===== src/msrh_pkg.sv =====
// Package of constants and carrier types for the mode strap, reset and heartbeat block
package msrh_pkg;

    // Clock rate in Hz (system clock mclk)
    localparam int unsigned CLK_HZ          = 20_000_000;

    // Strap hold time for monitor entry, in seconds
    localparam int unsigned STRAP_HOLD_S    = 5;
    // Strap hold time in cycles (least time, exact here)
    localparam int unsigned STRAP_HOLD_CYC  = STRAP_HOLD_S * CLK_HZ;

    // Heartbeat period in milliseconds
    localparam int unsigned BEAT_PERIOD_MS  = 40;
    // Half period in cycles, 50 percent duty
    localparam int unsigned BEAT_HALF_CYC   = (BEAT_PERIOD_MS * (CLK_HZ / 1000)) / 2;

    // Width of the heartbeat half-period counter
    localparam int unsigned BEAT_CNT_W      = 20;
    // Width of the strap hold counter
    localparam int unsigned STRAP_CNT_W     = 27;

    // Number of sockets watched for new data
    localparam int unsigned NUM_SOCKETS     = 10;

    // Reset level of the transmit pin; reset and idle level of the programming receive line
    localparam logic        PIN_IDLE        = 1'b1;

    // Operating modes after strap evaluation
    typedef enum logic [1:0] {
        MSRH_MODE_APP,
        MSRH_MODE_AUTOBAUD,
        MSRH_MODE_MONITOR
    } msrh_mode_t;

    // Socket status from firmware logic
    typedef struct packed {
        logic [NUM_SOCKETS-1:0] arrived;   // Pulse: new data landed per socket
        logic [NUM_SOCKETS-1:0] read_done; // Pulse: host read a socket
    } msrh_sock_t;

    // Loader transmit bit for monitor mode and firmware alive flag for the heartbeat
    typedef struct packed {
        logic tx;    // Serial transmit bit from the loader
        logic fw_ok; // Firmware alive indication
    } msrh_app_t;

endpackage : msrh_pkg


===== src/msrh_sync.sv =====
// Two-flop synchroniser for pin inputs
`timescale 1ns/1ps
module msrh_sync #(
    parameter logic RST_VAL = 1'b1
) (
    input  wire logic mclk,
    input  wire logic rst,
    input  wire logic din,
    output logic      dout
);

    logic meta_q; // First stage, read only by the second

    // Two stages to settle a pin from outside the clock
    always_ff @(posedge mclk) begin
        if (rst) begin
            meta_q <= RST_VAL;
            dout   <= RST_VAL;
        end else begin
            meta_q <= din;
            dout   <= meta_q;
        end
    end

endmodule : msrh_sync


===== src/msrh_top.sv =====
// Mode strap evaluation, hard reset, heartbeat and new-data indication
`timescale 1ns/1ps
module msrh_top (
    input  wire logic                 mclk,
    input  wire logic                 rst,
    input  wire logic                 hard_reset_n,
    input  wire logic                 mode_strap_n,
    input  wire logic                 rx_hb_pin_i,
    input  wire logic                 bridge_active,
    input  wire msrh_pkg::msrh_sock_t sock,
    input  wire msrh_pkg::msrh_app_t  app,
    output logic                      rx_hb_pin_o,
    output logic                      rx_hb_pin_oe,
    output logic                      tx_nd_pin,
    output logic                      prog_serial_rx,
    output logic                      field_reprogram_mode,
    output logic                      autobaud_start,
    output logic                      bridge_exit,
    output logic                      mode_valid
);

    // Synchronised pins
    logic                             hrst_n_s;   // Hard reset, synced
    logic                             strap_n_s;  // Strap, synced
    logic                             rx_s;       // Shared pin input, synced

    // Hard reset pin, synced before use
    msrh_sync #(.RST_VAL(1'b0)) u_sync_hrst (
        .mclk (mclk),
        .rst  (rst),
        .din  (hard_reset_n),
        .dout (hrst_n_s)
    );

    // Strap has a pull-up, so idle high
    msrh_sync #(.RST_VAL(1'b1)) u_sync_strap (
        .mclk (mclk),
        .rst  (rst),
        .din  (mode_strap_n),
        .dout (strap_n_s)
    );

    // Shared pin read back as receive data
    msrh_sync #(.RST_VAL(1'b1)) u_sync_rx (
        .mclk (mclk),
        .rst  (rst),
        .din  (rx_hb_pin_i),
        .dout (rx_s)
    );

    // Combined clear: system reset or pin low
    logic                             clr;
    assign clr = rst | ~hrst_n_s;

    // Strap evaluation state machine
    typedef enum logic [1:0] {
        MSRH_ST_POWERUP,
        MSRH_ST_TIMING,
        MSRH_ST_DONE
    } msrh_st_t;

    msrh_st_t                         st_q;       // Evaluation state
    logic [msrh_pkg::STRAP_CNT_W-1:0] hold_q;     // Strap low cycle count
    msrh_pkg::msrh_mode_t             mode_q;     // Chosen mode
    logic                             strap_d1_q; // Strap delayed, for edge

    // Strap sampled in the power-up and timing states; the count is the hold length
    always_ff @(posedge mclk) begin
        if (clr) begin
            st_q   <= MSRH_ST_POWERUP;
            hold_q <= '0;
            mode_q <= msrh_pkg::MSRH_MODE_APP;
        end else begin
            case (st_q)
                // First cycle after release decides strap state
                MSRH_ST_POWERUP: begin
                    if (!strap_n_s) begin
                        st_q   <= MSRH_ST_TIMING;
                        hold_q <= msrh_pkg::STRAP_CNT_W'(1);
                    end else begin
                        st_q   <= MSRH_ST_DONE;
                        mode_q <= msrh_pkg::MSRH_MODE_APP;
                    end
                end
                MSRH_ST_TIMING: begin
                    if (hold_q >= msrh_pkg::STRAP_CNT_W'(msrh_pkg::STRAP_HOLD_CYC)) begin
                        st_q   <= MSRH_ST_DONE;
                        mode_q <= msrh_pkg::MSRH_MODE_MONITOR;
                    end else if (strap_n_s) begin
                        st_q   <= MSRH_ST_DONE;
                        mode_q <= msrh_pkg::MSRH_MODE_AUTOBAUD;
                    end else begin
                        hold_q <= hold_q + msrh_pkg::STRAP_CNT_W'(1);
                    end
                end
                // Mode latched until next reset
                MSRH_ST_DONE: begin
                    st_q <= MSRH_ST_DONE;
                end
                default: begin
                    st_q <= MSRH_ST_POWERUP;
                end
            endcase
        end
    end

    // Mode status outputs, registered
    always_ff @(posedge mclk) begin
        if (clr) begin
            field_reprogram_mode <= 1'b0;
            mode_valid           <= 1'b0;
            autobaud_start       <= 1'b0;
        end else begin
            field_reprogram_mode <= (st_q == MSRH_ST_DONE) &&
                                    (mode_q == msrh_pkg::MSRH_MODE_MONITOR);
            mode_valid           <= (st_q == MSRH_ST_DONE);
            // One-cycle pulse on entry to auto-baud
            autobaud_start       <= (st_q == MSRH_ST_TIMING) && strap_n_s &&
                (hold_q < msrh_pkg::STRAP_CNT_W'(msrh_pkg::STRAP_HOLD_CYC));
        end
    end

    // Strap falling edge while running, watched whenever bridge_active is high
    always_ff @(posedge mclk) begin
        if (clr) begin
            strap_d1_q  <= 1'b1;
            bridge_exit <= 1'b0;
        end else begin
            strap_d1_q  <= strap_n_s;
            bridge_exit <= bridge_active && strap_d1_q && !strap_n_s;
        end
    end

    // Heartbeat half-period counter; runs on mclk, the 20 MHz system clock
    logic [msrh_pkg::BEAT_CNT_W-1:0]  beat_cnt_q; // Cycles in current half
    logic                             beat_q;     // Heartbeat level
    logic                             app_mode;   // Application running

    assign app_mode = (st_q == MSRH_ST_DONE) && (mode_q != msrh_pkg::MSRH_MODE_MONITOR);

    always_ff @(posedge mclk) begin
        if (clr || !app_mode || !app.fw_ok) begin
            beat_cnt_q <= '0;
            beat_q     <= 1'b0;
        end else if (beat_cnt_q ==
                     msrh_pkg::BEAT_CNT_W'(msrh_pkg::BEAT_HALF_CYC - 1)) begin
            beat_cnt_q <= '0;
            beat_q     <= ~beat_q;
        end else begin
            beat_cnt_q <= beat_cnt_q + msrh_pkg::BEAT_CNT_W'(1);
        end
    end

    // Open-drain pin: drive low for a low beat, release otherwise
    always_ff @(posedge mclk) begin
        if (clr) begin
            rx_hb_pin_o    <= 1'b0;
            rx_hb_pin_oe   <= 1'b0;
            prog_serial_rx <= msrh_pkg::PIN_IDLE;
        end else begin
            rx_hb_pin_o    <= 1'b0;
            // Released in monitor mode, so the pin is an input
            rx_hb_pin_oe   <= app_mode && app.fw_ok && !beat_q;
            prog_serial_rx <= field_reprogram_mode ? rx_s : msrh_pkg::PIN_IDLE;
        end
    end

    // Pending socket data bits, set wins over clear
    logic [msrh_pkg::NUM_SOCKETS-1:0] pend_q;     // Per-socket pending
    logic                             any_read;   // Any socket read now

    assign any_read = |sock.read_done;

    genvar g;
    generate
        for (g = 0; g < msrh_pkg::NUM_SOCKETS; g++) begin : g_sock
            always_ff @(posedge mclk) begin
                if (clr) begin
                    pend_q[g] <= 1'b0;
                end else if (sock.arrived[g]) begin
                    pend_q[g] <= 1'b1;
                end else if (any_read) begin
                    pend_q[g] <= 1'b0;
                end
            end
        end
    endgenerate

    // Shared transmit pin: loader data in monitor, new-data flag in app
    always_ff @(posedge mclk) begin
        if (clr) begin
            tx_nd_pin <= msrh_pkg::PIN_IDLE;
        end else if (field_reprogram_mode) begin
            tx_nd_pin <= app.tx;
        end else if (app_mode) begin
            tx_nd_pin <= |pend_q;
        end else begin
            tx_nd_pin <= 1'b0;
        end
    end

endmodule : msrh_top


===== config.mk =====
export PLATFORM = sky130hd
export DESIGN_NAME = msrh_top
export DESIGN_NICKNAME = d
export VERILOG_FILES = /design/src/msrh_pkg.sv /design/src/msrh_sync.sv /design/src/msrh_top.sv
export SDC_FILE = /design/constraint.sdc
export NUM_CORES = 1
export LEC_CHECK = 0
export BUFFER_PORTS_ARGS = -buffer_cell sky130_fd_sc_hd__buf_2
export CORE_MARGIN = 2
export CORE_UTILIZATION = 55
export CTS_BUF_LIST = sky130_fd_sc_hd__clkbuf_16
export DETAILED_ROUTE_END_ITERATION = 8
export HOLD_SLACK_MARGIN = 0.08
export PLACE_DENSITY = 0.75
export SYNTH_ARGS = -nofsm -noshare
export SYNTH_HDL_FRONTEND = slang
export SYNTH_SLANG_ARGS = --single-unit

===== constraint.sdc =====
create_clock -name mclk -period 2.2 [get_ports mclk]
set_clock_uncertainty 0.1 [all_clocks]
set_input_delay 0.11 -clock mclk [delete_from_list [all_inputs] [get_ports mclk]]
set_output_delay 0.11 -clock mclk [all_outputs]
set_load 0.05 [all_outputs]

==> results.md <==
* Slew @ Worst Pin at 0.558 ns
* Storage cell area at 0.00152 sq mm
* CTS tree: yes
* Worst EP arrival at 2.21 ns
* ANT nets after route at 0
* Max Transition Viols Final at 0
* Grt total ovfl at 0
* Final worst path period need at 2.09 ns
* Placer Congestion at 0.986
* Worst-path clk slew at 0.06 ns
* CP max stage cell: dfxtp_1
* R2r worst-path depth at 6
* Chip height at 82.8 microns
* CP cell instances: nor4_2 > a211o_1 > o21a_2 > nand3_2 > buf_4 > o41ai_2
* Mapped Cells at 408
* Root buffer cell: clkbuf_16
* Area taken by multi-input logic gates at 0.00180 sq mm
* Synth warn at 0
* Maximum achievable frequency at 479 MHz
* Setup CP Type: flip-flop to flip-flop
* Die ar. at 0.00685 sq mm
* Gr usage total at 27.3%
* Hold WC Path Type: input pin to flip-flop
* DR iter-0 viols at 202
* Drt first pass iters at 4
* CTS sink count at 76
* Area of the core at 0.00596 sq mm
* Synth unique cells at 52
* Design area at 0.00435 sq mm
* Layout cells sized above 1 at 18.3%
* P per Cell Area at 689 mW/mm^2
* First-pass GRT wire length at 14400 microns
* Area grow syn2layout at 27.6%
* Worst-skew pair later-pin latency at 0.33 ns
* Wirelength per Cell at 15.2 microns
* WHS Path Cells at 4
* Worst setup SP type: flip-flop
* Fin cells at 568
* Final setup violation count at 0
* CTS H-tree lvls at 3
* Setup TNS at 0 ns
* Max-cap violation count at 0
* Lkg Pwr at 0.00164 uW
* Vias per inst at 5.75
* Synthesized Nets at 443
* Critical path peak fanout at 12
* Most frequent cells in the layout: 76 x dfxtp_1, 59 x nor2_1, 34 x buf_2
* EDFF count, synth at 0
* Period utilisation layout at 94.9%
* Status: completed
* Worst r2r src: hold_q[9]
* Ports at 36
* Critical path capture point type: flip-flop
* RR Endpoint: hold_q[25]
* CTS Buf Count at 9
* IO buf count at 34
* Die Width at 82.8 microns
* DRT Wirelength at 8610 microns
* Antenna violations before repair at 0
* Drc violations at 0
* Number of global-route vias before repair at 3111
* Placement Cell Area at 0.00380 sq mm
* Flop2flop setup slack at 0.11 ns
* Mapped Area at 0.00341 sq mm
* Total vias in the final route at 3264
* Final Hold Vio Count at 0
* N_diodes at 0
* Placed Cells at 528
* Net count, final at 523
* HP Start: sock[9]
* DP Wirelength at 5550 microns
* Most used DFF post-synth: dfxtp_1
* Largest net degree at the start of global routing at 26
* Area leader, netlist: dfxtp_1
* Filler instances at 427
* Async SR Flop Fraction at 0%
* Worst EP required at 2.33 ns
* Top-area cell type share of the netlist area at 44.6%
* Std cell rows at 28
* RSZ-0062 raised after global routing: false
* Crit path largest cell delay at 0.38 ns
* Synth Register Bits at 76
* Top cells by area, synth: dfxtp_1 45%, nor2_1 6.5%, a21oi_1 4.5%
* Worst vdd ir at 0.660 mV
* Syn Area/Cell at 8.36 sq um
* Slew HR at 62.5%
* Min-Delay Endpoint: pend_q[6]
* Most common cell after layout, fill and taps aside: dfxtp_1
* Starting Density at 57.3%
* Seq/Total Area, Yosys at 44.6%
* Clock Path Buffers at 2
critical path: cells and delay by family, from the launching register on:
family / cells / cell delay (ns)
AO/OA/AOI/OAI: 3 / 0.67
AND/OR/NAND/NOR: 2 / 0.60
buffers and inverters: 1 / 0.24
flip-flops: 1 / 0.38
registers in the layout, indices dropped and copies added (netlist names), 2 cells and up:
name and flops:
pend_q 10, beat_cnt_q 20, mode_q 2, st_q 2
hold_q 27
cell usage after synthesis (7+ instances only):
cell type,instances
xor2_1,10
and3_1,8
nand3_1,25
and2_1,7
nand4_1,13
o21ai_0,17
a21oi_1,31
nor2_1,59
ha_1,7
nor3_1,9
inv_1,12
nand2_1,32
xnor2_1,9
o21ai_1,7
dfxtp_1,76
metal layers:
metal	vias to the layer above	global-route usage, %	part of all wire [%]
met5	-	0	0
met4	0	7.54	1.4
met3	18	5.43	5.5
met2	93	47.0	50
met1	1542	34.9	43
li1	1611	-	-
stage by stage:
step / total power [uW] / util [%] / setup slack [ns] / hold WS, ns
after global routing: 3070 / 73.1 / 0.00182 / 0.110
after CTS: 3000 / 72.7 / 0.0277 / 0.0803
final: 3000 / 73.1 / 0.113 / 0.0887
after detailed placement: 1510 / 63.7 / 0.0558 / 0.201
after floorplan: 1470 / - / 0.259 / 0.0816
after global placement: 1510 / 63.7 / 0.0776 / 0.192
logic make-up after synthesis:
kind of cell | count (synthesis) | share of synthesized area [%]
AND/OR/NAND/NOR | 188 | 27.8
buffers and inverters | 26 | 3.15
other | 1 | 0.110
XOR/XNOR | 19 | 4.88
AO/OA/AOI/OAI | 91 | 16.9
flip-flops | 76 | 44.6
adder cells (fa/ha/maj) | 7 | 2.57
power by group:
part / internal [uW] / switching (uW)
combinational: 68.5 / 61.0
sequential: 1390 / 4.09
clock: 885 / 593
total: 2340 / 658
how the worst max path moves through the flow:
| stage | startpoint | to | depth (start not counted) |
|---|---|---|---|
| final | hold_q[9] | hold_q[25] | 6 |
| after global routing | hold_q[9] | hold_q[25] | 6 |
| after CTS | hold_q[9] | hold_q[25] | 6 |
| after detailed placement | hold_q[9] | hold_q[25] | 6 |
| after global placement | hold_q[1] | hold_q[24] | 7 |
| after floorplan | st_q[1] | hold_q[15] | 8 |
repair_timing:
action / in CTS / in global routing
resized for setup: 0 / 3
hold buffers: 23 / 0
hold endpoints to repair: 22 / 0
setup endpoints to repair: 0 / 20
setup buffers: 0 / 1
layout make-up:
type                    instances  area share [%]
multi-input cells             306            41.3
flip-flops and latches         76            35.0
repair buffers                 82            13.5
clock buffers                   9            5.17
well taps                      75            2.16
clock inverters                 7            1.75
inverters                      13            1.12
No activity file was read; power rests on OpenSTA's default activity.
